`src/logic/wtcr_pkg.sv`:
```
/*
  constants, field layout, reset values and decode tables for the wake, pull,
  transceiver-rate and cyclic-timer configuration registers.
  assumes a 40 MHz system clock and a 16-bit serial frame framed by the chip select.
*/
// What this block does
// - sensing selected, no fail: ignore wake enable
// - fail active: reject sense set, flag
// - sensing: measure in normal, levels held zero
// - fail-safe entry without sensing forces x0x0_0001
// - fail-safe entry with sensing: no pin wake
// - bits 7:6 general io pull, wake-input only
// - bits 1:0 select wake pin pull
// - reserved bits read zero
// - bit 4 disables slew control for speed
// - on-time codes 001..101 decode
// - code 110 stops with output high
// - period codes 10ms up to seconds
// - timer starts once running on-time written
// - restart clearing switch also clears timer
// - cyclic wake and sense share timer
// - new timer setting active at select rise
// - internal bit 6 enables timer wake
package wtcr_pkg;
  localparam int FRAME_BITS = 16;
  localparam int ADDR_W = 7;
  localparam int DATA_W = 8;
  localparam logic [6:0] OFS_INT_WAKE = 7'h06;
  localparam logic [6:0] OFS_EXT_WAKE = 7'h07;
  localparam logic [6:0] OFS_PULL = 7'h08;
  localparam logic [6:0] OFS_BUS_RATE = 7'h0B;
  localparam logic [6:0] OFS_TIMER = 7'h0C;
  localparam logic [6:0] OFS_STATUS = 7'h7E;
  localparam int BIT_CYCLE_WAKE = 6;
  localparam int BIT_GLOBAL_INT = 7;
  localparam int BIT_SENSE_SEL = 5;
  localparam int BIT_PIN_EN = 0;
  localparam int BIT_RATE = 4;
  localparam int POS_IO_PULL = 6;
  localparam int POS_PIN_PULL = 0;
  localparam int POS_ON = 4;
  localparam int POS_PER = 0;
  localparam logic [7:0] MASK_INT_WAKE = 8'h40;
  localparam logic [7:0] MASK_EXT_WAKE = 8'hA1;
  localparam logic [7:0] MASK_PULL = 8'hC3;
  localparam logic [7:0] MASK_BUS_RATE = 8'h10;
  localparam logic [7:0] MASK_TIMER = 8'h7F;
  localparam logic [7:0] RST_INT_WAKE = 8'h00;
  localparam logic [7:0] RST_EXT_WAKE = 8'h01;
  localparam logic [7:0] RST_PULL = 8'h00;
  localparam logic [7:0] RST_BUS_RATE = 8'h00;
  localparam logic [7:0] RST_TIMER = 8'h00;
  localparam logic [7:0] FAILSAFE_EXT_WAKE = 8'h01;
  localparam logic [2:0] ON_LOW = 3'h0;
  localparam logic [2:0] ON_HIGH = 3'h6;
  localparam int CLK_PERIOD_NS = 25;
  localparam int TICK_TIME_NS = 100000;
  localparam int TICK_CYCLES = (TICK_TIME_NS + CLK_PERIOD_NS - 1) / CLK_PERIOD_NS;
  localparam int CNT_W = 24;

  typedef enum logic [1:0] {
    WTCR_IDLE = 2'b00,
    WTCR_SHIFT = 2'b01,
    WTCR_DONE = 2'b11
  } wtcr_spi_state_t;

  // on-time in 0.1 ms ticks, zero for the stopped codes
  function automatic logic [CNT_W-1:0] wtcr_on_ticks(input logic [2:0] code);
    case (code)
      3'h1: wtcr_on_ticks = 24'h000001;
      3'h2: wtcr_on_ticks = 24'h000003;
      3'h3: wtcr_on_ticks = 24'h00000A;
      3'h4: wtcr_on_ticks = 24'h000064;
      3'h5: wtcr_on_ticks = 24'h0000C8;
      default: wtcr_on_ticks = 24'h000000;
    endcase
  endfunction : wtcr_on_ticks

  // period in 0.1 ms ticks
  function automatic logic [CNT_W-1:0] wtcr_per_ticks(input logic [3:0] code);
    case (code)
      4'h0: wtcr_per_ticks = 24'h000064;
      4'h1: wtcr_per_ticks = 24'h0000C8;
      4'h2: wtcr_per_ticks = 24'h0001F4;
      4'h3: wtcr_per_ticks = 24'h0003E8;
      4'h4: wtcr_per_ticks = 24'h0007D0;
      4'h5: wtcr_per_ticks = 24'h001388;
      4'h6: wtcr_per_ticks = 24'h002710;
      4'h7: wtcr_per_ticks = 24'h004E20;
      4'h8: wtcr_per_ticks = 24'h00C350;
      4'h9: wtcr_per_ticks = 24'h0186A0;
      4'hA: wtcr_per_ticks = 24'h030D40;
      4'hB: wtcr_per_ticks = 24'h07A120;
      4'hC: wtcr_per_ticks = 24'h0F4240;
      4'hD: wtcr_per_ticks = 24'h1E8480;
      4'hE: wtcr_per_ticks = 24'h4C4B40;
      default: wtcr_per_ticks = 24'h989680;
    endcase
  endfunction : wtcr_per_ticks
endpackage : wtcr_pkg

```
`src/logic/wtcr_regs.sv`:
```
/*
  serial-port register bank for wake sensing, pull selection, transceiver rate and
  the cyclic timer, with the timer itself.
  assumes serial clock, select and data inputs synchronous to clk_sys_i (mode 0,
  msb first), and status inputs from the device's mode controller.
*/
`timescale 1ns/10ps
module wtcr_regs #(
  parameter int TICK_CYC = wtcr_pkg::TICK_CYCLES
) (
  input wire logic clk_sys_i, // system clock
  input wire logic reset_n_i, // synchronous reset, active low
  input wire logic soft_reset_i, // soft reset pulse
  input wire logic serial_clk_i, // serial clock
  input wire logic serial_select_n_i, // chip select, active low
  input wire logic serial_mosi_i, // serial data in
  output logic serial_miso_o, // serial data out
  output logic serial_miso_oe_o, // serial data out enable
  input wire logic fail_output_active_i, // fail output active
  input wire logic fail_safe_entry_i, // pulse: fail-safe entered on failure
  input wire logic restart_clear_i, // pulse: restart cleared switch under cyclic sense
  input wire logic cyclic_sense_active_i, // cyclic sense in use
  input wire logic gpio_wake_cfg_i, // general io set up as wake input
  input wire logic normal_mode_i, // device in normal mode
  input wire logic wake_pin_level_i, // raw wake pin level
  input wire logic general_io_level_i, // raw general io level
  output logic wake_pin_level_o, // wake level status
  output logic general_io_level_o, // general io level status
  output logic measure_enable_o, // voltage measurement on
  output logic wake_pin_wake_src_o, // wake pin acts as wake source
  output logic gpio_cfg_ignored_o, // general io config ignored
  output logic [1:0] wake_pull_select_field_o, // wake pin pull
  output logic [1:0] general_io_pull_select_o, // general io pull
  output logic slew_control_off_o, // fast rate, no slew control
  output logic high_side_output_o, // timer driven switch output
  output logic timer_running_o, // timer counting
  output logic cycle_wake_o, // pulse: cyclic wake event
  output logic cycle_sense_o // pulse: cyclic sense sample
);
  import wtcr_pkg::*;

  // the tick counter is 16 bits wide and a tick must last at least two clocks
  if (TICK_CYC < 2 || TICK_CYC > 65535) begin : g_tick_check
    $error("tick count out of range");
  end

  wtcr_spi_state_t state_r, state_nxt;
  logic sck_q_r, sel_q_r, miso_r, spi_fail_r;
  logic [4:0] bit_cnt_r;
  logic [15:0] shift_in_r;
  logic [6:0] addr_hold_r;
  logic [7:0] status_snap_r;
  logic [7:0] int_wake_r, ext_wake_r, pull_r, bus_rate_r, timer_r;
  logic [15:0] tick_cnt_r;
  logic [CNT_W-1:0] cyc_cnt_r;
  logic hs_r, cyc_event_r, timer_load_r;

  wire sel = ~serial_select_n_i;
  wire frame_start = sel & ~sel_q_r;
  wire frame_end = ~sel & sel_q_r;
  wire sck_rise = sel & serial_clk_i & ~sck_q_r;
  wire sck_fall = sel & ~serial_clk_i & sck_q_r;
  wire frame_ok = frame_end && (bit_cnt_r == 5'(FRAME_BITS));
  wire frame_bad = frame_end && (bit_cnt_r != 5'(FRAME_BITS));
  wire wr_en = frame_ok & shift_in_r[15];
  wire [6:0] acc_addr = shift_in_r[14:8];
  wire [7:0] wr_data = shift_in_r[7:0];
  // address held from the eighth rise, the shift register moves on under the data byte
  wire [6:0] rd_addr = addr_hold_r;
  wire sense_sel = ext_wake_r[BIT_SENSE_SEL];
  wire [2:0] on_code = timer_r[POS_ON+:3];
  wire [3:0] per_code = timer_r[POS_PER+:4];
  wire on_valid = (on_code != ON_LOW) && (on_code <= 3'h5);
  wire [CNT_W-1:0] on_ticks = wtcr_on_ticks(on_code);
  wire [CNT_W-1:0] per_ticks = wtcr_per_ticks(per_code);
  wire tick = (tick_cnt_r == 16'(TICK_CYC - 1));
  wire per_end = tick && (cyc_cnt_r == per_ticks - 24'h000001);
  wire sense_set_rej = wr_en && (acc_addr == OFS_EXT_WAKE) && wr_data[BIT_SENSE_SEL] && fail_output_active_i;
  wire status_clr = frame_ok && !shift_in_r[15] && (acc_addr == OFS_STATUS);
  wire timer_wr = wr_en && (acc_addr == OFS_TIMER);

  // read decode shared by the shift-out path
  function automatic logic [7:0] rd_mux(input logic [6:0] a, input logic [7:0] iw, input logic [7:0] ew,
                                        input logic [7:0] pu, input logic [7:0] br, input logic [7:0] tm,
                                        input logic [7:0] st);
    case (a)
      OFS_INT_WAKE: rd_mux = iw & MASK_INT_WAKE;
      OFS_EXT_WAKE: rd_mux = ew & MASK_EXT_WAKE;
      OFS_PULL: rd_mux = pu & MASK_PULL;
      OFS_BUS_RATE: rd_mux = br & MASK_BUS_RATE;
      OFS_TIMER: rd_mux = tm & MASK_TIMER;
      OFS_STATUS: rd_mux = st;
      default: rd_mux = 8'h00;
    endcase
  endfunction : rd_mux

  wire [7:0] status_now = {7'h00, spi_fail_r};
  wire [7:0] rd_data = rd_mux(rd_addr, int_wake_r, ext_wake_r, pull_r, bus_rate_r, timer_r, status_now);
  wire [15:0] out_word = {status_snap_r, (bit_cnt_r >= 5'h08) ? rd_data : 8'h00};
  wire [3:0] out_idx = 4'(5'h0F - bit_cnt_r);

  // frame sequencing
  always_comb begin
    state_nxt = state_r;
    case (state_r)
      WTCR_IDLE: if (frame_start) begin
        state_nxt = WTCR_SHIFT;
      end
      WTCR_SHIFT: if (frame_end) begin
        state_nxt = WTCR_DONE;
      end
      WTCR_DONE: state_nxt = sel ? WTCR_SHIFT : WTCR_IDLE;
      default: state_nxt = WTCR_IDLE;
    endcase
  end

  always_ff @(posedge clk_sys_i) begin
    if (!reset_n_i) begin
      state_r <= WTCR_IDLE;
      sck_q_r <= 1'b0;
      sel_q_r <= 1'b0;
    end else begin
      state_r <= state_nxt;
      sck_q_r <= serial_clk_i;
      sel_q_r <= sel;
    end
  end

  always_ff @(posedge clk_sys_i) begin
    if (!reset_n_i) begin
      bit_cnt_r <= 5'h00;
      shift_in_r <= 16'h0000;
      addr_hold_r <= 7'h00;
      status_snap_r <= 8'h00;
      miso_r <= 1'b0;
    end else if (frame_start) begin
      bit_cnt_r <= 5'h00;
      status_snap_r <= status_now;
      miso_r <= status_now[7];
    end else if (sck_rise) begin
      shift_in_r <= {shift_in_r[14:0], serial_mosi_i};
      if (bit_cnt_r == 5'h07) begin
        addr_hold_r <= {shift_in_r[5:0], serial_mosi_i};
      end
      bit_cnt_r <= (bit_cnt_r == 5'h1F) ? bit_cnt_r : bit_cnt_r + 5'h01;
    end else if (sck_fall && bit_cnt_r < 5'(FRAME_BITS)) begin
      miso_r <= out_word[out_idx];
    end
  end

  // failure flag: set wins over the clearing read
  always_ff @(posedge clk_sys_i) begin
    if (!reset_n_i || soft_reset_i) begin
      spi_fail_r <= 1'b0;
    end else if (frame_bad || sense_set_rej) begin
      spi_fail_r <= 1'b1;
    end else if (status_clr) begin
      spi_fail_r <= 1'b0;
    end
  end

  always_ff @(posedge clk_sys_i) begin
    if (!reset_n_i || soft_reset_i) begin
      int_wake_r <= RST_INT_WAKE;
      pull_r <= RST_PULL;
      bus_rate_r <= RST_BUS_RATE;
    end else if (wr_en) begin
      if (acc_addr == OFS_INT_WAKE) begin
        int_wake_r <= wr_data & MASK_INT_WAKE;
      end
      if (acc_addr == OFS_PULL) begin
        pull_r <= wr_data & MASK_PULL;
      end
      if (acc_addr == OFS_BUS_RATE) begin
        bus_rate_r <= wr_data & MASK_BUS_RATE;
      end
    end
  end

  always_ff @(posedge clk_sys_i) begin
    if (!reset_n_i || soft_reset_i) begin
      ext_wake_r <= RST_EXT_WAKE;
    end else if (fail_safe_entry_i && !sense_sel) begin
      ext_wake_r <= (ext_wake_r & 8'hA0) | FAILSAFE_EXT_WAKE;
    end else if (wr_en && acc_addr == OFS_EXT_WAKE) begin
      ext_wake_r <= wr_data & MASK_EXT_WAKE & ~(fail_output_active_i ? 8'h20 : 8'h00);
    end
  end

  always_ff @(posedge clk_sys_i) begin
    if (!reset_n_i || soft_reset_i) begin
      timer_r <= RST_TIMER;
      timer_load_r <= 1'b0;
    end else begin
      timer_load_r <= timer_wr || restart_clear_i;
      if (restart_clear_i) begin
        timer_r <= RST_TIMER;
      end else if (timer_wr) begin
        timer_r <= wr_data & MASK_TIMER;
      end
    end
  end

  // cyclic timer in 0.1 ms ticks, reloaded whenever a setting commits
  always_ff @(posedge clk_sys_i) begin
    if (!reset_n_i || soft_reset_i || timer_load_r || !on_valid) begin
      tick_cnt_r <= 16'h0000;
      cyc_cnt_r <= '0;
      cyc_event_r <= 1'b0;
    end else begin
      tick_cnt_r <= tick ? 16'h0000 : tick_cnt_r + 16'h0001;
      cyc_event_r <= per_end;
      if (per_end) begin
        cyc_cnt_r <= '0;
      end else if (tick) begin
        cyc_cnt_r <= cyc_cnt_r + 24'h000001;
      end
    end
  end

  always_ff @(posedge clk_sys_i) begin
    if (!reset_n_i) begin
      hs_r <= 1'b0;
    end else if (on_valid && !timer_load_r) begin
      hs_r <= (cyc_cnt_r < on_ticks);
    end else begin
      hs_r <= (on_code == ON_HIGH);
    end
  end

  assign serial_miso_o = miso_r;
  assign serial_miso_oe_o = sel;
  assign gpio_cfg_ignored_o = sense_sel & ~fail_output_active_i;
  assign wake_pin_wake_src_o = ext_wake_r[BIT_PIN_EN] & ~sense_sel;
  assign measure_enable_o = sense_sel & normal_mode_i;
  assign wake_pin_level_o = wake_pin_level_i & ~sense_sel;
  assign general_io_level_o = general_io_level_i & ~sense_sel;
  assign wake_pull_select_field_o = pull_r[POS_PIN_PULL+:2];
  assign general_io_pull_select_o = gpio_wake_cfg_i ? pull_r[POS_IO_PULL+:2] : 2'h0;
  assign slew_control_off_o = bus_rate_r[BIT_RATE];
  assign high_side_output_o = hs_r;
  assign timer_running_o = on_valid;
  assign cycle_wake_o = cyc_event_r & int_wake_r[BIT_CYCLE_WAKE];
  assign cycle_sense_o = cyc_event_r & cyclic_sense_active_i;

  property p_sense_reject;
    @(posedge clk_sys_i) disable iff (!reset_n_i || soft_reset_i)
      sense_set_rej && !fail_safe_entry_i |=> !ext_wake_r[BIT_SENSE_SEL] && spi_fail_r;
  endproperty
  a_sense_reject: assert property (p_sense_reject) else $error("sense bit set while fail active");

  property p_failsafe_force;
    @(posedge clk_sys_i) disable iff (!reset_n_i || soft_reset_i)
      fail_safe_entry_i && !sense_sel |=> ext_wake_r[6:0] == 7'h01;
  endproperty
  a_failsafe_force: assert property (p_failsafe_force) else $error("fail-safe wake pattern wrong");

  property p_failsafe_sense;
    @(posedge clk_sys_i) disable iff (!reset_n_i)
      sense_sel |-> !wake_pin_wake_src_o && !wake_pin_level_o && !general_io_level_o;
  endproperty
  a_failsafe_sense: assert property (p_failsafe_sense) else $error("pin wake while sensing");

  property p_measure;
    @(posedge clk_sys_i) disable iff (!reset_n_i)
      measure_enable_o == (ext_wake_r[BIT_SENSE_SEL] && normal_mode_i);
  endproperty
  a_measure: assert property (p_measure) else $error("measure enable mismatch");

  property p_reserved_zero;
    @(posedge clk_sys_i) disable iff (!reset_n_i)
      (pull_r[5:2] == 4'h0) && (bus_rate_r[7:5] == 3'h0) && (bus_rate_r[3:0] == 4'h0) && !timer_r[7];
  endproperty
  a_reserved_zero: assert property (p_reserved_zero) else $error("reserved bit stored");

  property p_restart_clear;
    @(posedge clk_sys_i) disable iff (!reset_n_i)
      restart_clear_i |=> timer_r == 8'h00 && !timer_running_o;
  endproperty
  a_restart_clear: assert property (p_restart_clear) else $error("timer kept over restart");

  property p_commit;
    @(posedge clk_sys_i) disable iff (!reset_n_i || soft_reset_i || restart_clear_i)
      timer_wr |=> (timer_r == (wr_data & MASK_TIMER)) ##1 (cyc_cnt_r == '0);
  endproperty
  a_commit: assert property (p_commit) else $error("timer write not taken at select rise");

  property p_high_stop;
    @(posedge clk_sys_i) disable iff (!reset_n_i)
      (on_code == ON_HIGH) [*2] |-> high_side_output_o;
  endproperty
  a_high_stop: assert property (p_high_stop) else $error("stopped-high output low");

  property p_low_stop;
    @(posedge clk_sys_i) disable iff (!reset_n_i)
      (on_code == ON_LOW) [*2] |-> !high_side_output_o && !cycle_wake_o;
  endproperty
  a_low_stop: assert property (p_low_stop) else $error("stopped-low timer active");

  property p_shared_event;
    @(posedge clk_sys_i) disable iff (!reset_n_i)
      cycle_wake_o && cyclic_sense_active_i |-> cycle_sense_o;
  endproperty
  a_shared_event: assert property (p_shared_event) else $error("wake and sense diverge");

  property p_slew;
    @(posedge clk_sys_i) disable iff (!reset_n_i || soft_reset_i)
      wr_en && acc_addr == OFS_BUS_RATE |=> slew_control_off_o == $past(wr_data[BIT_RATE]);
  endproperty
  a_slew: assert property (p_slew) else $error("rate bit not written");

  property p_rate_hold;
    @(posedge clk_sys_i) disable iff (!reset_n_i)
      !(wr_en && acc_addr == OFS_BUS_RATE) && !soft_reset_i |=> $stable(slew_control_off_o);
  endproperty
  a_rate_hold: assert property (p_rate_hold) else $error("rate bit changed without write");

  property p_pull_write;
    @(posedge clk_sys_i) disable iff (!reset_n_i)
      wr_en && acc_addr == OFS_PULL && !soft_reset_i |=>
        wake_pull_select_field_o == $past(wr_data[POS_PIN_PULL+:2]);
  endproperty
  a_pull_write: assert property (p_pull_write) else $error("wake pull field not written");

  property p_io_pull;
    @(posedge clk_sys_i) disable iff (!reset_n_i)
      !gpio_wake_cfg_i |-> general_io_pull_select_o == 2'h0;
  endproperty
  a_io_pull: assert property (p_io_pull) else $error("general io pull applied outside wake use");

  property p_timer_start;
    @(posedge clk_sys_i) disable iff (!reset_n_i)
      timer_wr && !restart_clear_i && !soft_reset_i |=>
        timer_running_o == ($past(wr_data[POS_ON+:3]) inside {3'h1, 3'h2, 3'h3, 3'h4, 3'h5});
  endproperty
  a_timer_start: assert property (p_timer_start) else $error("timer start does not follow on-time");

  property p_period_wrap;
    @(posedge clk_sys_i) disable iff (!reset_n_i)
      per_end && on_valid && !timer_load_r && !soft_reset_i |=> cyc_event_r && (cyc_cnt_r == '0);
  endproperty
  a_period_wrap: assert property (p_period_wrap) else $error("period end not taken");

  property p_sense_keep;
    @(posedge clk_sys_i) disable iff (!reset_n_i)
      fail_safe_entry_i && sense_sel && !wr_en && !soft_reset_i |=> $stable(ext_wake_r);
  endproperty
  a_sense_keep: assert property (p_sense_keep) else $error("wake control forced while sensing");
endmodule : wtcr_regs

```
`config.mk`:
```
export PLATFORM = sky130hd
export DESIGN_NAME = wtcr_regs
export DESIGN_NICKNAME = d
export VERILOG_FILES = /design/src/logic/wtcr_pkg.sv /design/src/logic/wtcr_regs.sv
export SDC_FILE = /design/constraint.sdc
export NUM_CORES = 1
export LEC_CHECK = 0
export BUFFER_PORTS_ARGS = -buffer_cell sky130_fd_sc_hd__buf_2
export CAP_MARGIN = 15
export CORE_ASPECT_RATIO = 1.2
export CORE_MARGIN = 2
export CORE_UTILIZATION = 30
export CTS_CLUSTER_SIZE = 25
export DETAILED_ROUTE_END_ITERATION = 6
export SKIP_CTS_REPAIR_TIMING = 1
export SYNTH_ARGS = -nofsm -noshare
export SYNTH_HDL_FRONTEND = slang
export SYNTH_SLANG_ARGS = --single-unit
```
`constraint.sdc`:
```
create_clock -name clk_sys_i -period 3.2 [get_ports clk_sys_i]
set_clock_uncertainty 0.05 [all_clocks]
set_input_delay 0.32 -clock clk_sys_i [delete_from_list [all_inputs] [get_ports clk_sys_i]]
set_output_delay 0.32 -clock clk_sys_i [all_outputs]
set_load 0.005 [all_outputs]
```
==> flow_summary.json, run 1 <==
{
  "layout.nets": 835,
  "drc_errors": 0,
  "irDropWorstVdd_mv": 0.329,
  "io_buffers": 29,
  "nFillCells": 2128,
  "cts_buffer_depth": 2,
  "maxCapViolCount": 0,
  "synth_area_mm2": 0.00630,
  "ant_nets": 0,
  "synth_flop_cell": "dfxtp_1",
  "crit_required_ns": 3.45,
  "outcome": "completed",
  "dieArea_mm2": 0.0222,
  "synth_warnings": 0,
  "clock-sinks": 113,
  "layout-drive-gt1-share": 0.120,
  "vias": 5403,
  "grt_pass1_wl_mm": 25.7,
  "setup_viol": 0,
  "pin_count": 30,
  "yosys.area.top_type": "dfxtp_1",
  "antenna_found_initial": 1,
  "die_x_um": 136,
  "syn_inst": 778,
  "grt_setup_unrepaired": "no",
  "gp_congestion": 0.884,
  "setup_slack_ns": 0.232,
  "place_ws_ns": 0.246,
  "avgViaCountPerCell": 4.98,
  "ff_latch_area_mm2": 0.00226,
  "cp_max_fo": 25,
  "multiInputGateArea_mm2": 0.00378,
  "synth_area_leaders": "dfxtp_1, nand2_1, xnor2_1, nor2_1, ha_1",
  "clock_latency_ns": 0.42,
  "place_hpwl_mm": 11.3,
  "crit_path_end_kind": "register",
  "yosysSeqAreaShare": 0.359,
  "grt_max_degree": 30,
  "die_y_um": 163,
  "ys_ff_latch": 113,
  "syn_avg_cell_area_um2": 8.10,
  "num_rows": 58,
  "critPathKind": "register to register",
  "tightest_slew_ns": 0.585,
  "fin_area_mm2": 0.00732,
  "first_iter_violations": 336,
  "area_growth_pct": 16.1,
  "async_flop_share": 0,
  "max_freq_mhz": 337,
  "initial_core_util": 0.303,
  "cts_tree": "yes",
  "grt_use_total": 0.146,
  "root_buffer": "clkbuf_16",
  "synth_edf_count": 0,
  "hold_viol": 0,
  "netlist.area_leader.share": 0.359,
  "maxSlewViolCount": 0,
  "grt.overflow.total": 0,
  "placed_area_mm2": 0.00675,
  "cp.arrival_ns": 3.22,
  "core_mm2": 0.0208,
  "cts-htree-levels": 4,
  "cp-start-kind": "register",
  "ys_types": 64,
  "leakagePower_nw": 2.78,
  "tns_ns": 0,
  "synth_nets": 811,
  "power_density_mw_per_mm2": 450,
  "clk_pin_slew_worst_paths_ns": 0.06,
  "hold_class": "primary input to register",
  "max_slew_margin": 0.609,
  "grt_pass1_vias": 5171,
  "cts_buffers": 17,
  "drt_pass1_iterations": 5,
  "wl_mm": 15.6,
  "layout_min_cycle_time_ns": 2.97,
  "period_share": 0.928,
  "routedWlPerCell_um": 14.3
}
-- report_power, final --
| part | internal (mW) | switching, mW |
|---|---|---|
| Clock | 1.09 | 0.733 |
| Combinational | 0.0245 | 0.0334 |
| Sequential | 1.41 | 0.00318 |
-- cells by family (layout without fill, tap and decap cells) --
logic type,count (synthesis),in the layout,synth area share
AO/OA/AOI/OAI,104,104,0.112
XOR/XNOR,68,68,0.0945
adder cells (fa/ha/maj),19,19,0.0377
buffers and inverters,62,99,0.0431
flip-flops,113,113,0.359
multiplexers,26,26,0.0423
other,0,1,0
AND/OR/NAND/NOR,386,386,0.311
-- per-stage QoR --
step / power, mW / hold WS (ns) / std cells / utilization
5_1_grt: 3.40 / 0.0913 / 1085 / 0.351
4_1_cts: 3.33 / 0.0840 / 1085 / 0.351
2_1_floorplan: 1.48 / 0.380 / 778 / -
3_3_place_gp: 1.50 / 0.394 / 1053 / 0.324
6_report: 3.29 / 0.0969 / 1086 / 0.352
3_5_place_dp: 1.50 / 0.396 / 1053 / 0.324
-- synthesized netlist by cell type (21+ instances only) --
cell,number
dfxtp_1,113
nand2_1,111
nor2_1,90
xnor2_1,42
clkbuf_1,36
a21oi_1,27
nand3_1,27
xor2_1,26
mux2i_1,21
nor3_1,21
-- area by class of cell --
cell class | count | share of cell area
clock buffers | 17 | 0.0581
clock inverters | 15 | 0.0200
multi-input cells | 603 | 0.516
diodes | 1 | 0.000342
inverters | 19 | 0.00974
well taps | 270 | 0.0461
repair buffers | 48 | 0.0410
flip-flops and latches | 113 | 0.309
-- metal layers --
metal  share of wire  track usage  up-vias
met5               0            0        -
met4           0.029       0.0691        0
met3           0.030       0.0333       34
met2            0.50        0.249       74
met1            0.44        0.170     2544
li1                -            -     2751
-- worst max-delay path: stages (launching register included) --
cell and delay (ns):
dfxtp_1 0.37, or4_1 0.70, nor2_4 0.21, a21oi_1 0.08, nand4bb_1 0.20, or4_4 0.55
a2111oi_4 0.39, buf_12 0.22, nor2_1 0.07
-- registers in the layout (all words and copies together), names as in the netlist --
name,count
high_side_output_o,1
cyc_event_r,1
timer_load_r,1
shift_in_r,16
addr_hold_r,7
cyc_cnt_r,24
status_snap_r,1
tick_cnt_r,16
per_ticks,21
ext_wake_r,3
int_wake_r,1
bit_cnt_r,5
timer_r,7
spi_fail_r,1
bus_rate_r,1
pull_r,4
sck_q_r,1
serial_miso_o,1
sel_q_r,1
-- final timing paths --
kind	startpoint	end	slack [ns]	cells past startpoint
setup reg to reg	per_ticks[6]$_DFF_P_	cyc_cnt_r[0]$_SDFFE_PP0P_	0.23	8
hold reg to reg	tick_cnt_r[0]$_SDFF_PP0_	tick_cnt_r[0]$_SDFF_PP0_	0.41	1
hold / removal	serial_clk_i	sck_q_r$_SDFF_PN0_	0.1	2
setup / recovery	per_ticks[6]$_DFF_P_	cyc_cnt_r[0]$_SDFFE_PP0P_	0.23	8
-- cells in the final DEF (no fill, tap or decap), drive strengths merged, types with 3 or more instances in the layout --
cell type,Yosys,layout
a31oi,5,5
nand3,27,27
o2111ai,3,3
dfxtp,113,113
xnor2,42,42
o22ai,3,3
and3,11,11
nor3b,7,7
nor4b,5,5
a21boi,19,19
a211oi,3,3
inv,19,28
and2,11,11
a41oi,3,3
nor2b,19,19
a21oi,27,27
nand4,19,19
a21o,3,3
o21ai,17,17
nand2b,14,14
nor4,14,14
nor2,91,91
o211ai,3,3
or2,3,3
mux2i,21,21
xor2,26,26
nand2,111,111
nor3,22,22
nand4b,4,4
clkbuf,36,17
nand3b,10,10
and4,5,5
or4,6,6
mux2,5,5
buf,7,48
clkinv,0,4
ha,19,19
Power figures use the tool's default switching activity.
==> run 2, diff against run 1 <==
Settings changed: RECOVER_POWER from default to 50.
==> flow_summary.json, run 2 (synthesis gave the netlist of run 1 again) <==
{
  "grt_pass1_wl_mm": 25.7,
  "pin_count": 30,
  "grt_setup_unrepaired": "no",
  "hold_class": "primary input to register",
  "crit_path_end_kind": "register",
  "area_growth_pct": 15.7,
  "cts-htree-levels": 4,
  "io_buffers": 29,
  "cp.arrival_ns": 3.22,
  "crit_required_ns": 3.45,
  "layout-drive-gt1-share": 0.107,
  "root_buffer": "clkbuf_16",
  "final_cells": 1086,
  "largest_register": "cyc_cnt_r",
  "critPathKind": "register to register",
  "die_x_um": 136,
  "leakagePower_nw": 2.74,
  "max_slew_margin": 0.233,
  "cp-start-kind": "register",
  "cts_tree": "yes",
  "dieArea_mm2": 0.0222,
  "irDropWorstVdd_mv": 0.325,
  "maxCapViolCount": 0,
  "cp_max_fo": 25,
  "period_share": 0.928,
  "dp_cells": 1053,
  "cts_buffer_depth": 2,
  "ant_nets": 0,
  "initial_core_util": 0.303,
  "p_total_mw": 3.29,
  "fin_area_mm2": 0.00729,
  "cts_buffers": 17,
  "avgViaCountPerCell": 4.99,
  "clock-sinks": 113,
  "drt_pass1_iterations": 4,
  "antenna_found_initial": 1,
  "final_cell_mix": "dfxtp_1, nand2_1, nor2_1",
  "die_y_um": 163,
  "routedWlPerCell_um": 14.3,
  "num_rows": 58,
  "first_iter_violations": 331,
  "gp_congestion": 0.884,
  "nFillCells": 2138,
  "largest_reg_flops": 24,
  "tightest_slew_ns": 1.15,
  "layout_commonest_cell": "dfxtp_1",
  "clock_latency_ns": 0.42,
  "grt_max_degree": 30,
  "drc_errors": 0,
  "vias": 5420,
  "place_hpwl_mm": 11.3,
  "grt.overflow.total": 0,
  "hold_viol": 0,
  "tns_ns": 0,
  "setup_viol": 0,
  "grt_pass1_vias": 5171,
  "wl_mm": 15.6,
  "power_density_mw_per_mm2": 451,
  "core_mm2": 0.0208,
  "maxSlewViolCount": 0,
  "outcome": "completed",
  "layout.nets": 835,
  "max_freq_mhz": 337,
  "clk_pin_slew_worst_paths_ns": 0.06,
  "layout_min_cycle_time_ns": 2.97,
  "placed_area_mm2": 0.00675,
  "grt_use_total": 0.146
}
## run 2: path summary, 6_finish.rpt
check	slack (ns)	start	cells after the start	to
setup / recovery	0.23	per_ticks[6]$_DFF_P_	8	cyc_cnt_r[1]$_SDFFE_PP0P_
setup reg to reg	0.23	per_ticks[6]$_DFF_P_	8	cyc_cnt_r[1]$_SDFFE_PP0P_
hold / removal	0.10	serial_clk_i	2	sck_q_r$_SDFF_PN0_
hold reg to reg	0.41	tick_cnt_r[0]$_SDFF_PP0_	1	tick_cnt_r[0]$_SDFF_PP0_
## run 2: cell type report
cell class,count,area [µm²],share of cell area
repair buffers,48,272,0.0372
clock buffers,17,425,0.0583
flip-flops and latches,113,2260,0.310
multi-input cells,603,3780,0.518
inverters,19,71.3,0.00978
clock inverters,15,146,0.0201
well taps,270,338,0.0463
diodes,1,2.50,0.000343
## run 2: where the power goes
part	leakage [nW]	internal, mW	switching (mW)	total (mW)
registers	0.911	1.41	0.00320	1.41
logic	1.54	0.0233	0.0335	0.0568
clock network	0.282	1.09	0.730	1.82
## run 2: through the flow
stage	setup WS (ns)	util	hold WS, ns
floorplan	0.00701	-	0.380
global placement	0.280	0.324	0.394
detailed placement	0.246	0.324	0.396
CTS	0.221	0.351	0.0840
global route	0.0605	0.350	0.0996
finish	0.232	0.350	0.103
## run 2: worst max-delay path: stages (launching register included)
cell and delay, ns:
dfxtp_1 0.37, or4_1 0.70, nor2_4 0.21, a21oi_1 0.08, nand4bb_1 0.21, or4_4 0.55, a2111oi_4 0.39, buf_12 0.22
nor3b_1 0.07
## run 2: per-layer routing
layer  routed length (µm)  share of wire  global-route usage
met1                 7000           0.45               0.170
met2                 7670           0.49               0.249
met3                  445          0.029              0.0333
met4                  433          0.028              0.0691
met5                    0              0                   0
